**src/inc/kms_pkg.sv**
```systemverilog
// kms_pkg: register map, field positions, reset values and timing constants of the keypad scanner
`default_nettype none

package kms_pkg;

    // ------------------------------------------------------------------
    // clock and timing
    // ------------------------------------------------------------------
    localparam int unsigned CLK_PERIOD_NS     = 10;        // core clock, 100 MHz
    localparam int unsigned KEY_CLK_PERIOD_NS = 1000000;   // keypad clock, 1 kHz
    // half period of the keypad clock in core cycles (longest time, rounds down)
    localparam int unsigned KEY_HALF_CYCLES   = KEY_CLK_PERIOD_NS / CLK_PERIOD_NS / 2;
    localparam logic [8:0]  DEBOUNCE_STEP_MS  = 9'h004;    // one debounce step
    localparam logic [8:0]  DEBOUNCE_ZERO_MS  = 9'h100;    // debounce field 0 means 256 ms
    localparam logic [8:0]  SCAN_ZERO_MS      = 9'h004;    // scan field 0 means 4 ms

    // ------------------------------------------------------------------
    // register indices; byte address is four times the index
    // ------------------------------------------------------------------
    localparam logic [15:0] IDX_COL_DRIVE   = 16'h00d1;
    localparam logic [15:0] IDX_ROW_SENSE   = 16'h00d2;
    localparam logic [15:0] IDX_SCAN_TIMING = 16'h00d3;
    localparam logic [15:0] IDX_CTRL_STATUS = 16'h00d4;
    localparam logic [15:0] IDX_SIZE        = 16'h00d5;
    localparam logic [15:0] IDX_ORDER_LOW   = 16'h00d6;
    localparam logic [15:0] IDX_ORDER_HIGH  = 16'h00d7;
    localparam logic [15:0] IDX_SHARED_IRQ  = 16'hff94;

    // ------------------------------------------------------------------
    // field positions
    // ------------------------------------------------------------------
    localparam int unsigned CS_KD_EN    = 0;   // key_detect_irq_enable
    localparam int unsigned CS_KEY_DET  = 1;   // key_detect_flag
    localparam int unsigned CS_HW_EN    = 2;   // hw_scan_enable
    localparam int unsigned CS_CLK_LVL  = 3;   // scan_clock_level
    localparam int unsigned SI_KP_FLAG  = 0;   // keypad_irq_flag
    localparam int unsigned SI_KP_EN    = 1;   // keypad_irq_enable
    localparam int unsigned SI_CLK_FLAG = 4;   // clock_irq_flag
    localparam int unsigned SI_CLK_EN   = 5;   // clock_irq_enable
    localparam int unsigned SIZE_ROW_LSB = 3;  // row_count at 5:3
    localparam int unsigned SIZE_COL_LSB = 0;  // column_count at 2:0
    localparam int unsigned DB_LSB       = 2;  // debounce_time at 7:2
    localparam int unsigned SC_LSB       = 0;  // scan_interval at 1:0

    // ------------------------------------------------------------------
    // matrix geometry and reset values
    // ------------------------------------------------------------------
    localparam int unsigned NUM_ROWS = 6;
    localparam int unsigned NUM_COLS = 5;
    localparam logic [5:0]  ROWS_IDLE    = 6'h3f;
    localparam logic [4:0]  COLS_IDLE    = 5'h1f;
    localparam logic [4:0]  COLS_ALL_LOW = 5'h00;
    localparam logic [4:0]  RST_COL_DRIVE = 5'h1f;
    localparam logic [7:0]  RST_REG8      = 8'h00;

    // scanner states
    typedef enum logic [1:0] {
        KMS_IDLE    = 2'b00,
        KMS_PRESS   = 2'b01,
        KMS_SCAN    = 2'b10,
        KMS_RELEASE = 2'b11
    } kms_state_t;

endpackage

`default_nettype wire

```
**src/core/kms_keypad.sv**
```systemverilog
// kms_keypad: keypad matrix scanner with Wishbone register slave and key-detect interrupt
//
// Notes on behaviour
// - Status register shows the present keypad clock level, read only.
// - Scan enable set: automatic scanning; clear: firmware drives and senses matrix.
// - Scan mode: debounced press sets flag and latches column and row.
// - Bypass: row falling edge after all rows high sets flag; bounce repeats it.
// - Reading the control/status register clears the key-detect flag.
// - Bypass edge detection works with the keypad clock stopped.
// - Detect enable gates only the interrupt; the flag still sets.
// - Size register matters only while hardware scanning is enabled.
// - Row count field at size bits 5:3, up to 6 rows.
// - Column count field at size bits 2:0, up to 5 columns.
// - Five 3-bit column order slots spread over low and high order registers.
// - Scan visits slots first to last up to column count, driving slot's column.
// - Shared register keypad flag follows key-detect setting; its read clears it.
// - Shared register bit 1 enables the keypad interrupt.
// - Shared register clock flag at bit 4 clears on read; enable at bit 5.
// - Press and release debounced in 4 ms steps; zero means 256 ms.
// - Two-bit scan interval in ms between successive key checks.
// - Columns active low; scan check drives only selected column low, waiting and release drive all low; all ones leaves all high.
// - Row register bit-mapped to row pins; low means pressed.
//
// Chosen here: the Wishbone interface to the registers.
`default_nettype none

module kms_keypad
    import kms_pkg::*;
#(
    parameter int unsigned KEY_HALF = KEY_HALF_CYCLES   // core cycles per half keypad clock
) (
    input  wire logic        clk_i,
    input  wire logic        rst_i,
    input  wire logic [17:2] adr_i,
    input  wire logic [31:0] dat_i,
    input  wire logic [3:0]  sel_i,
    input  wire logic        we_i,
    input  wire logic        cyc_i,
    input  wire logic        stb_i,
    output logic      [31:0] dat_o,
    output logic             ack_o,
    input  wire logic [5:0]  row_i,
    output logic      [4:0]  col_o,
    input  wire logic        key_clock_enable_i,
    input  wire logic        clock_event_i,
    output logic             keypad_irq_o,
    output logic             clock_irq_o
);

    typedef struct packed {
        kms_state_t st;
        logic [4:0] col_drv;
        logic [4:0] col_reg;
        logic [5:0] row_hold;
        logic [5:0] row_prev;
        logic [7:0] scan_reg;
        logic [5:0] size_reg;
        logic [7:0] ord_lo;
        logic [6:0] ord_hi;
        logic       kd_en;
        logic       key_det;
        logic       hw_en;
        logic       kp_flag;
        logic       kp_en;
        logic       clk_flag;
        logic       clk_en;
        logic [2:0] slot;
        logic [8:0] ms_cnt;
        logic       ack;
        logic [7:0] rdat;
        logic       irq;
        logic       clk_irq;
    } kms_regs_t;

    kms_regs_t q;
    kms_regs_t n;

    logic        ms_tick;
    logic        clk_level;
    logic        req;
    logic        wr;
    logic        rd_cs;
    logic        rd_si;
    logic [15:0] idx;
    logic [2:0]  row_cnt;
    logic [2:0]  col_lim;
    logic [6:0]  row_one;
    logic [5:0]  row_mask;
    logic [5:0]  rows_masked;
    logic        rows_any;
    logic [14:0] order;
    logic [8:0]  db_ms;
    logic [8:0]  scan_ms;
    logic [8:0]  cnt_inc;
    logic        det_bypass;
    logic        found;
    logic        det_set;
    logic [7:0]  rd_val;

    // ------------------------------------------------------------------
    // keypad clock; stopping it stalls only the scanner
    // ------------------------------------------------------------------
    kms_tick #(
        .HALF_CYCLES (KEY_HALF)
    ) u_tick (
        .clk_i   (clk_i),
        .rst_i   (rst_i),
        .run_i   (key_clock_enable_i),
        .level_o (clk_level),
        .tick_o  (ms_tick)
    );

    // column drive pattern of one order slot; a slot above 4 drives nothing
    function automatic logic [4:0] slot_drive(input logic [14:0] ord, input logic [2:0] s);
        logic [2:0] c;
        c = ord[3*s +: 3];
        slot_drive = (c < 3'(NUM_COLS)) ? ~(5'h01 << c) : COLS_IDLE;
    endfunction

    // ------------------------------------------------------------------
    // bus decode; ack gates req so each access is taken once
    // ------------------------------------------------------------------
    assign req   = cyc_i & stb_i & ~q.ack;
    assign idx   = adr_i;
    assign wr    = req & we_i & sel_i[0];
    assign rd_cs = req & ~we_i & (idx == IDX_CTRL_STATUS);
    assign rd_si = req & ~we_i & (idx == IDX_SHARED_IRQ);

    // size fields; 0 or out-of-range counts fall back to the full matrix
    assign row_cnt     = q.size_reg[SIZE_ROW_LSB +: 3];
    assign col_lim     = (q.size_reg[SIZE_COL_LSB +: 3] == 3'h0 ||
                          q.size_reg[SIZE_COL_LSB +: 3] > 3'(NUM_COLS)) ?
                         3'(NUM_COLS) : q.size_reg[SIZE_COL_LSB +: 3];
    assign row_one     = 7'h01 << row_cnt;
    assign row_mask    = (row_cnt == 3'h0 || row_cnt > 3'(NUM_ROWS)) ?
                         ROWS_IDLE : 6'(row_one - 7'h01);
    assign rows_masked = row_i | ~row_mask;
    assign rows_any    = ~&rows_masked;
    assign order       = {q.ord_hi, q.ord_lo};

    // timer targets in milliseconds
    assign db_ms   = (q.scan_reg[DB_LSB +: 6] == 6'h00) ? DEBOUNCE_ZERO_MS :
                     9'({3'h0, q.scan_reg[DB_LSB +: 6]} * DEBOUNCE_STEP_MS);
    assign scan_ms = (q.scan_reg[SC_LSB +: 2] == 2'h0) ? SCAN_ZERO_MS :
                     {7'h00, q.scan_reg[SC_LSB +: 2]};
    assign cnt_inc = 9'(q.ms_cnt + 9'h001);

    // bypass edge detect runs on the core clock alone
    assign det_bypass = ~q.hw_en & (&q.row_prev) & ~(&row_i);
    assign det_set    = det_bypass | found;

    // ------------------------------------------------------------------
    // read mux; reserved bits read as zero
    // ------------------------------------------------------------------
    always_comb begin
        rd_val = 8'h00;
        case (idx)
            IDX_COL_DRIVE:   rd_val = {3'h0, q.col_reg};
            IDX_ROW_SENSE:   rd_val = {2'h0, (q.hw_en ? q.row_hold : q.row_prev)};
            IDX_SCAN_TIMING: rd_val = q.scan_reg;
            IDX_CTRL_STATUS: rd_val = {4'h0, clk_level, q.hw_en, q.key_det, q.kd_en};
            IDX_SIZE:        rd_val = {2'h0, q.size_reg};
            IDX_ORDER_LOW:   rd_val = q.ord_lo;
            IDX_ORDER_HIGH:  rd_val = {1'b0, q.ord_hi};
            IDX_SHARED_IRQ:  rd_val = {2'h0, q.clk_en, q.clk_flag, 2'h0, q.kp_en, q.kp_flag};
            default:         rd_val = 8'h00;
        endcase
    end

    // ------------------------------------------------------------------
    // next state: bus writes, scanner, flags, outputs
    // ------------------------------------------------------------------
    always_comb begin
        n          = q;
        found      = 1'b0;
        n.ack      = req;
        n.rdat     = (req & ~we_i) ? rd_val : 8'h00;
        n.row_prev = row_i;
        // register writes take lane 0 only
        if (wr) begin
            case (idx)
                IDX_COL_DRIVE:   n.col_reg  = dat_i[4:0];
                IDX_SCAN_TIMING: n.scan_reg = dat_i[7:0];
                IDX_CTRL_STATUS: begin
                    n.kd_en = dat_i[CS_KD_EN];
                    n.hw_en = dat_i[CS_HW_EN];
                end
                IDX_SIZE:        n.size_reg = dat_i[5:0];
                IDX_ORDER_LOW:   n.ord_lo   = dat_i[7:0];
                IDX_ORDER_HIGH:  n.ord_hi   = dat_i[6:0];
                IDX_SHARED_IRQ: begin
                    n.kp_en  = dat_i[SI_KP_EN];
                    n.clk_en = dat_i[SI_CLK_EN];
                end
                default: ;
            endcase
        end
        // bypass: firmware owns the columns, size and order are ignored
        if (!q.hw_en) begin
            n.st      = KMS_IDLE;
            n.col_drv = q.col_reg;
            n.ms_cnt  = 9'h000;
            n.slot    = 3'h0;
        end else begin
            case (q.st)
                KMS_IDLE: begin
                    n.col_drv = COLS_ALL_LOW;
                    n.ms_cnt  = 9'h000;
                    if (rows_any) begin
                        n.st = KMS_PRESS;
                    end
                end
                KMS_PRESS: begin
                    // a press must stay for the whole debounce time
                    if (!rows_any) begin
                        n.st = KMS_IDLE;
                    end else if (ms_tick) begin
                        if (cnt_inc >= db_ms) begin
                            n.st      = KMS_SCAN;
                            n.ms_cnt  = 9'h000;
                            n.slot    = 3'h0;
                            n.col_drv = slot_drive(order, 3'h0);
                        end else begin
                            n.ms_cnt = cnt_inc;
                        end
                    end
                end
                KMS_SCAN: begin
                    if (ms_tick) begin
                        if (cnt_inc >= scan_ms) begin
                            n.ms_cnt = 9'h000;
                            if (rows_any) begin
                                found      = 1'b1;
                                n.col_reg  = q.col_drv;
                                n.row_hold = rows_masked;
                                n.st       = KMS_RELEASE;
                                n.col_drv  = COLS_ALL_LOW;
                            end else if (3'(q.slot + 3'h1) >= col_lim) begin
                                n.st      = KMS_IDLE;
                                n.col_drv = COLS_ALL_LOW;
                            end else begin
                                n.slot    = 3'(q.slot + 3'h1);
                                n.col_drv = slot_drive(order, 3'(q.slot + 3'h1));
                            end
                        end else begin
                            n.ms_cnt = cnt_inc;
                        end
                    end
                end
                KMS_RELEASE: begin
                    // release is debounced too, so one press reports once
                    n.col_drv = COLS_ALL_LOW;
                    if (rows_any) begin
                        n.ms_cnt = 9'h000;
                    end else if (ms_tick) begin
                        if (cnt_inc >= db_ms) begin
                            n.st = KMS_IDLE;
                        end else begin
                            n.ms_cnt = cnt_inc;
                        end
                    end
                end
                default: n.st = KMS_IDLE;
            endcase
        end
        // flags: a detection in the clearing cycle wins over the read
        if (rd_cs) begin
            n.key_det = 1'b0;
        end
        if (rd_si) begin
            n.kp_flag  = 1'b0;
            n.clk_flag = 1'b0;
        end
        if (det_bypass || found) begin
            n.key_det = 1'b1;
            n.kp_flag = 1'b1;
        end
        if (clock_event_i) begin
            n.clk_flag = 1'b1;
        end
        n.irq     = q.kp_flag & q.kd_en & q.kp_en;
        n.clk_irq = q.clk_flag & q.clk_en;
    end

    // state register
    always_ff @(posedge clk_i) begin
        if (rst_i) begin
            q          <= '0;
            q.col_drv  <= COLS_IDLE;
            q.col_reg  <= RST_COL_DRIVE;
            q.row_hold <= ROWS_IDLE;
            q.row_prev <= ROWS_IDLE;
            q.scan_reg <= RST_REG8;
        end else begin
            q <= n;
        end
    end

    assign dat_o        = {24'h000000, q.rdat};
    assign ack_o        = q.ack;
    assign col_o        = q.col_drv;
    assign keypad_irq_o = q.irq;
    assign clock_irq_o  = q.clk_irq;

    // ------------------------------------------------------------------
    // assertions
    // ------------------------------------------------------------------
    AST_READ_CLEARS: assert property (@(posedge clk_i) disable iff (rst_i)
        (rd_cs && !det_set) |=> (!q.key_det && $stable(q.kp_flag)))
        else $error("status read did not clear key detect");
    AST_FLAG_NO_ENABLE: assert property (@(posedge clk_i) disable iff (rst_i)
        (det_set && !q.kd_en && !n.kd_en) |=> (q.key_det && q.kp_flag) ##1 !keypad_irq_o)
        else $error("key detect not set while interrupt disabled");
    AST_BYPASS_EDGE: assert property (@(posedge clk_i) disable iff (rst_i)
        (!q.hw_en && (&q.row_prev) && !(&row_i)) |=> q.key_det)
        else $error("bypass row edge missed");
    AST_EDGE_NO_TICK: assert property (@(posedge clk_i) disable iff (rst_i)
        (!key_clock_enable_i && !q.hw_en && (&q.row_prev) && !(&row_i))
        |=> q.kp_flag ##1 (keypad_irq_o == $past(q.kd_en && q.kp_en && q.kp_flag)))
        else $error("bypass detect depends on keypad clock");
    AST_BYPASS_COLS: assert property (@(posedge clk_i) disable iff (rst_i)
        !q.hw_en |=> (col_o == $past(q.col_reg)) && (q.st == KMS_IDLE))
        else $error("bypass columns not taken from register");
    AST_ONE_COLUMN: assert property (@(posedge clk_i) disable iff (rst_i)
        (q.st == KMS_SCAN) |-> ($countones(~col_o) <= 1))
        else $error("more than one column driven during scan");
    AST_FOUND_LATCH: assert property (@(posedge clk_i) disable iff (rst_i)
        found |=> (q.key_det && q.st == KMS_RELEASE && col_o == COLS_ALL_LOW
                   && q.col_reg == $past(q.col_drv)))
        else $error("found key not latched");
    AST_IRQ_GATE: assert property (@(posedge clk_i) disable iff (rst_i)
        ##1 (keypad_irq_o == $past(q.kp_flag && q.kd_en && q.kp_en)))
        else $error("keypad interrupt gating wrong");
    AST_CLOCK_FLAG: assert property (@(posedge clk_i) disable iff (rst_i)
        (rd_si && !clock_event_i) |=> !q.clk_flag ##1 !clock_irq_o)
        else $error("clock flag not cleared by read");
    AST_SCAN_LIMIT: assert property (@(posedge clk_i) disable iff (rst_i)
        (q.st == KMS_SCAN) |-> (q.slot < col_lim))
        else $error("scan slot beyond column count");

endmodule

`default_nettype wire

```
**src/core/kms_tick.sv**
```systemverilog
// kms_tick: keypad clock divider giving the clock level and a one-cycle millisecond enable
`default_nettype none

module kms_tick
    import kms_pkg::*;
#(
    parameter int unsigned HALF_CYCLES = KEY_HALF_CYCLES
) (
    input  wire logic clk_i,
    input  wire logic rst_i,
    input  wire logic run_i,
    output logic      level_o,
    output logic      tick_o
);

    localparam int unsigned CW = $clog2(HALF_CYCLES + 1);

    typedef struct packed {
        logic [CW-1:0] cnt;
        logic          level;
        logic          tick;
    } kms_tick_regs_t;

    kms_tick_regs_t q;
    kms_tick_regs_t n;

    // ------------------------------------------------------------------
    // divider: stops dead while run_i is low, keeping its level
    // ------------------------------------------------------------------
    always_comb begin
        n      = q;
        n.tick = 1'b0;
        if (run_i) begin
            if (q.cnt == CW'(HALF_CYCLES - 1)) begin
                n.cnt   = '0;
                n.level = ~q.level;
                n.tick  = ~q.level;   // one pulse per period, on the rising level
            end else begin
                n.cnt = CW'(q.cnt + 1'b1);
            end
        end
    end

    // state register
    always_ff @(posedge clk_i) begin
        if (rst_i) begin
            q <= '0;
        end else begin
            q <= n;
        end
    end

    assign level_o = q.level;
    assign tick_o  = q.tick;

endmodule

`default_nettype wire

```
**config.mk**
```make
export PLATFORM = sky130hd
export DESIGN_NAME = kms_keypad
export DESIGN_NICKNAME = d
export VERILOG_FILES = /design/src/inc/kms_pkg.sv /design/src/core/kms_keypad.sv /design/src/core/kms_tick.sv
export SDC_FILE = /design/constraint.sdc
export NUM_CORES = 1
export LEC_CHECK = 0
export CELL_PAD_IN_SITES_DETAIL_PLACEMENT = 0
export CELL_PAD_IN_SITES_GLOBAL_PLACEMENT = 1
export CORE_MARGIN = 8
export CORE_UTILIZATION = 43
export CTS_BUF_LIST = sky130_fd_sc_hd__clkbuf_16
export CTS_CLUSTER_SIZE = 12
export DETAILED_ROUTE_END_ITERATION = 6
export DONT_BUFFER_PORTS = 1
export PLACE_DENSITY_LB_ADDON = 0.1
export SETUP_SLACK_MARGIN = 0.15
export SLEW_MARGIN = 30
export SYNTH_ARGS = -nofsm -noshare
export SYNTH_HDL_FRONTEND = slang
export SYNTH_SLANG_ARGS = --single-unit
```
**constraint.sdc**
```tcl
create_clock -name clk_i -period 3.4 [get_ports clk_i]
set_clock_uncertainty 0.15 [all_clocks]
set_input_delay 0.17 -clock clk_i [delete_from_list [all_inputs] [get_ports clk_i]]
set_output_delay 0.17 -clock clk_i [all_outputs]
set_load 0.01 [all_outputs]
```
# ---- After elaboration in Yosys (flattened, before gate mapping)
# Index checks and enable logic that the tools add are counted.
dict set report totals {
  elab_cells 182
  output_inout_bits 40
  ff_bits 101
  in_bits 65
}
dict set report classes {
  shift 4
  muxes 53
  n_addsub 4
  n_eq_ne 33
  multipliers 1
  n_reduce_logical 30
  magnitude_cmp 7
  n_bitwise 25
}
# operator n
set op_table {}
lappend op_table {{equality test 16 x 8 -> 1 bit, second input constant} 7}
lappend op_table {{one-hot mux 8 bit (8 select lines)} 1}
lappend op_table {{two-way mux 9 bit} 6}
lappend op_table {{two-way mux 12 bit} 3}
lappend op_table {{two-way mux 18 bit} 2}
lappend op_table {{one-hot mux 9 bit (4 select lines)} 1}
lappend op_table {{two-way mux 5 bit} 7}
lappend op_table {{two-way mux 11 bit} 3}
lappend op_table {{equality test 16 bit, second input constant} 2}
lappend op_table {{one-hot mux 7 bit (4 select lines)} 1}
lappend op_table {{two-way mux 7 bit} 3}
lappend op_table {{two-way mux 3 bit} 6}
lappend op_table {{!= test 3 bit, second input constant} 6}
lappend op_table {{AND reduction 6 bit} 3}
lappend op_table {{adder 16 x 1 -> 16 bit, second input constant} 1}
lappend op_table {{two-way mux 16 bit} 1}
lappend op_table {{!= test 2 bit, second input constant} 8}
lappend op_table {{AND reduction 5 bit} 3}
lappend op_table {{indexed part select 15 x 6 -> 3 bit} 1}
lappend op_table {{AND reduction 2 bit} 7}
lappend op_table {{AND 1 bit} 12}
lappend op_table {{two-way mux 2 bit} 6}
lappend op_table {{two-way mux 6 bit} 2}
lappend op_table {{!= test 3 x 2 -> 1 bit, second input constant} 4}
lappend op_table {{other kinds (29)} 61}

# ---- Longest topological paths before layout
dict set report logic_depth {
  depth_word 13
  ltp_mapped 15
  depth_no_buf 14
}

# ---- Cells and area by module
# Synthesis repeated with hierarchy kept, for this count alone.
dict set report hier_totals {
  hier_cells 705
  area_unflattened_um2 6023.3
}
# mod area_each_um2 instances cells_each seq_area_each_um2
set modules_own_cells {}
lappend modules_own_cells {kms_keypad 5191.2 1 617 1661.6}
lappend modules_own_cells {kms_tick 832.0 1 88 360.3}

# ---- Worst setup path before layout
# Ideal clock, no wire load.
dict set report synth_timing {
  path_kind {register to register}
  startpoint {register q[11] in the netlist's numbering}
  endpoint {register q[13] in the netlist's numbering}
  n_path_buf 0
  setup_time_ps 71
  stages_incl_launch_ff 15
  arrival_ps 3459
  slack_ps -280
  path_cell_list {dfxtp_1 -> ha_1 -> nand3_1 -> nor2_1 -> nand3_1 -> and2_1 -> or2_2 -> ha_1 -> a2111oi_0 -> o21ai_0 -> o22ai_1 -> or4b_2 -> nand3_1 -> o21ai_0 -> a21oi_1}
}
dict set report synth_via {
  elab_chain_cells 6
  word_cells_on_any_way 14
  classes_between {1 x add/sub; 2 x order compare; 1 x eq/ne; 9 x mux; 1 x reduce/logical}
}
# element line_no
set synth_lines {}
lappend synth_lines {{start, declared} kms_keypad.sv:75} ;# kms_regs_t q;
lappend synth_lines {{start signal, assigned} kms_keypad.sv:295} ;# q <= n;
lappend synth_lines {{adder 9 x 1 -> 9 bit (*)} kms_keypad.sv:146} ;# assign cnt_inc = 9'(q.ms_cnt + 9'h001);
lappend synth_lines {{>= comparator 9 bit} {kms_keypad.sv:218, kms_keypad.sv:256}}
lappend synth_lines {{two-way mux 9 bit} kms_keypad.sv:218} ;# if (cnt_inc >= db_ms) begin
lappend synth_lines {{two-way mux 12 bit} kms_keypad.sv:217} ;# end else if (ms_tick) begin
lappend synth_lines {{two-way mux 12 bit} kms_keypad.sv:215} ;# if (!rows_any) begin
lappend synth_lines {{one-hot mux 9 bit (4 select lines)} kms_keypad.sv:205} ;# case (q.st)
# Every way passes the cells marked *; elsewhere a longest branch is shown, timed or not. The select of a mux whose other input is x is not followed.
# A chain may end at the register's enable or synchronous reset.

# ---- Final worst setup path
dict set report layout_timing {
  startpoint {register q[11] in the netlist's numbering}
  endpoint {register q[18] in the netlist's numbering}
}
# Same word-level chain as after synthesis.

==> metrics.txt <==
status complete, no violations; Worst path depth 14; placed wire-length estimate 11300 um; worst slew pin tran 810 ps; Tmin final 3110 ps; register area share after synthesis 0.359; Port Buffers 0; drt total wl 16000 um; design area 0.00639 sq mm; WS Path Type flip-flop to flip-flop; first-pass GRT wire length 25000 um; period utilization 0.916; hold path cells 3; Buf/Inv on CP 0; Sequential Area 0.00203 sq mm; worst reg2reg path depth 14; worst vdd ir 305 uV; Max-slew headroom 0.456; Die X 130 um; Fillers 1287; Final Core Density 0.503; setup TNS 0 ps; Final Hold Fails 0; Via-to-Cell Ratio 5.64; max-slew violations 0; initial antenna violation count 2; CP delay by family, top simple AND/OR/NAND/NOR gates; Area Growth Syn to Fin 13.7%; CTS tree yes; Cell Area, Placed 0.00574 sq mm; Hold EP u_tick.q[6]; synthesized area per cell 8.30 sq um; ys flop type dfxtp_1; Sink Count 101; share of layout cells above drive strength 1 0.131; Cell Pwr Density 364 mW/mm^2; Final Non-Filler Cells 875; CTS clk-pin slew, worst paths 80 ps; CP Launch Type flip-flop; area occupied by multi-input gates 0.00334 sq mm; Req. time, crit path 3530 ps; num rows 41; Final WS setup 287 ps; DR vias 4935; critical-path maximum fanout 7; Clock Latency Late Sink 360 ps; Starting Density 0.442; CORE AREA 0.0127 sq mm; Root Buffer clkbuf_16; Max Cap Viol 0; Yosys Warn Count 0; CTS buffer count 9; Tot Pwr 2.33 mW; CP arrival 3240 ps; Critical R2R Capture q[18]; Worst path slowest cell or4b_4; final setup vio count 0; Netlist cell types 66; Gate Count Post-Synth 678; EDFF count, synth 0; async set-reset flop share out of synthesis 0; Fmax 0.321 GHz; Synth top area share 0.359; Setup WS pre-CTS 82.2 ps; DR WL/cell 18.2 um; Hold WC Path Type input pin to flip-flop; placed insts 830; TritonRoute pass-1 iters 5; die area 0.0170 sq mm; top area cells in the synthesized netlist dfxtp_1 36%, buf_4 5.3%, nand2_1 5.1%, mux2i_1 4.8%, a21oi_1 4.7%; Detail Route Antenna Nets 0; pin count of the biggest net entering global routing 66; crit path cell chain ha_4, nand3_4, nor2_4, nand3_2, and2_4, or2_4, ha_4, a2111oi_4, o21ai_2, o22ai_2, or4b_4, nand3_4, a22oi_1, nor2_1; hold_sp key_clock_enable_i; global route overflow 0; leakage 2.27 nW; Fin Hold WS 48.7 ps; global-route usage over all layers 0.191; Final #Nets 778; worst r2r src q[11]; max incr delay on CP 510 ps; vias in the first global route 4745; clk buf depth 2; Mapped Area 0.00563 sq mm; I/O pins 105; R2R setup slack 290 ps; Die Y 130 um; RSZ-0062 raised after global routing no; cell type with the largest total area after synthesis dfxtp_1; Seq cells post-synth 101; H-tree depth 3; DRC 0; DR iter-0 viols 306; global placement routability congestion 0.801; crit path capture type flip-flop
-- flip-flops by register name, indices dropped and copies added, names as in the netlist --
register and count:
q 52, u_tick.q 16, order 15, dat_o 8, col_o 5, ack_o 1, clock_irq_o 1, keypad_irq_o 1
u_tick.level_o 1, u_tick.tick_o 1
-- cells in the mapped netlist, drive strengths merged, types with 5 or more instances --
cell / instances
a211o: 6
a21o: 5
a21oi: 53
a221oi: 11
a22oi: 15
a31oi: 10
and2: 5
buf: 46
clkbuf: 19
dfxtp: 101
ha: 17
inv: 18
mux2: 5
mux2i: 27
nand2: 76
nand2b: 18
nand3: 30
nand4: 14
nor2: 68
nor2b: 5
nor3: 14
o21ai: 26
or2: 12
or3: 9
or4: 8
xnor2: 10
xor2: 10
-- where the power goes --
part	switching, mW	internal [mW]
logic	0.0610	0.0404
registers	0.00698	1.19
clock network	0.512	0.515
total	0.580	1.75
-- layout by cell type, fill, tap and decap left out, drive strengths merged, types with 9 or more instances in the layout --
cell         netlist  layout
xnor2             10      10
a22oi             15      15
xor2              10      10
nand2b            18      18
o21ai             26      26
dlygate4sd3        0      23
nand2             76      76
mux2i             27      27
conb               1      24
nand3             30      30
buf               46      26
ha                17      17
clkbuf            19       9
nand4             14      14
a21oi             53      53
a221oi            11      11
dfxtp            101     101
a31oi             10      10
inv               18      21
nor2              68      68
or2               12      12
or3                9       9
nor3              14      14
-- cells by family after synthesis --
family,Yosys count,synth area share
and+or+nand+nor,277,0.260
AOI/OAI and AO/OA,146,0.165
DFF,101,0.359
buffers and inverters,83,0.0832
muxes,33,0.0621
xor gates and xnor gates,20,0.0311
adders and majority gates,17,0.0378
other,1,0.000667
-- per-layer routing --
metal / wire length, um / global-route usage / up-vias
met1: 6550 / 0.221 / 2370
met4: 347 / 0.0749 / 0
met3: 803 / 0.0397 / 19
li1: - / - / 2403
met2: 8260 / 0.339 / 143
met5: 0 / 0 / -
-- repair_timing --
action                                  4_1_cts  5_1_grt
setup buffers                                 0        3
endpoints found under the setup margin        7       15
resized for setup                             1       17
hold buffers                                 24        0
hold endpoints to repair                     69        0
pin swaps                                     1        7
-- worst max path at each step --
stage	start	to	slack, ps
5_1_grt	q[11]	q[18]	110
3_5_place_dp	q[12]	q[13]	80
4_1_cts	q[12]	q[19]	150
3_3_place_gp	q[12]	q[19]	120
2_1_floorplan	q[11]	col_o[0]	180
6_report	q[11]	q[18]	290
-- final cells by class --
cell class,count,area share
antenna,2,0.000783
clock buffer,9,0.0352
clock inverter,7,0.0106
inverter,18,0.0106
multi-input combinational,517,0.523
sequential,101,0.317
tap,172,0.0337
timing repair buffer,49,0.0697
-- worst min-delay path: stages --
cell	delay (ps)
and4_1	160
xnor2_1	140
nor2_1	40
(Power assumes the default switching activity.)
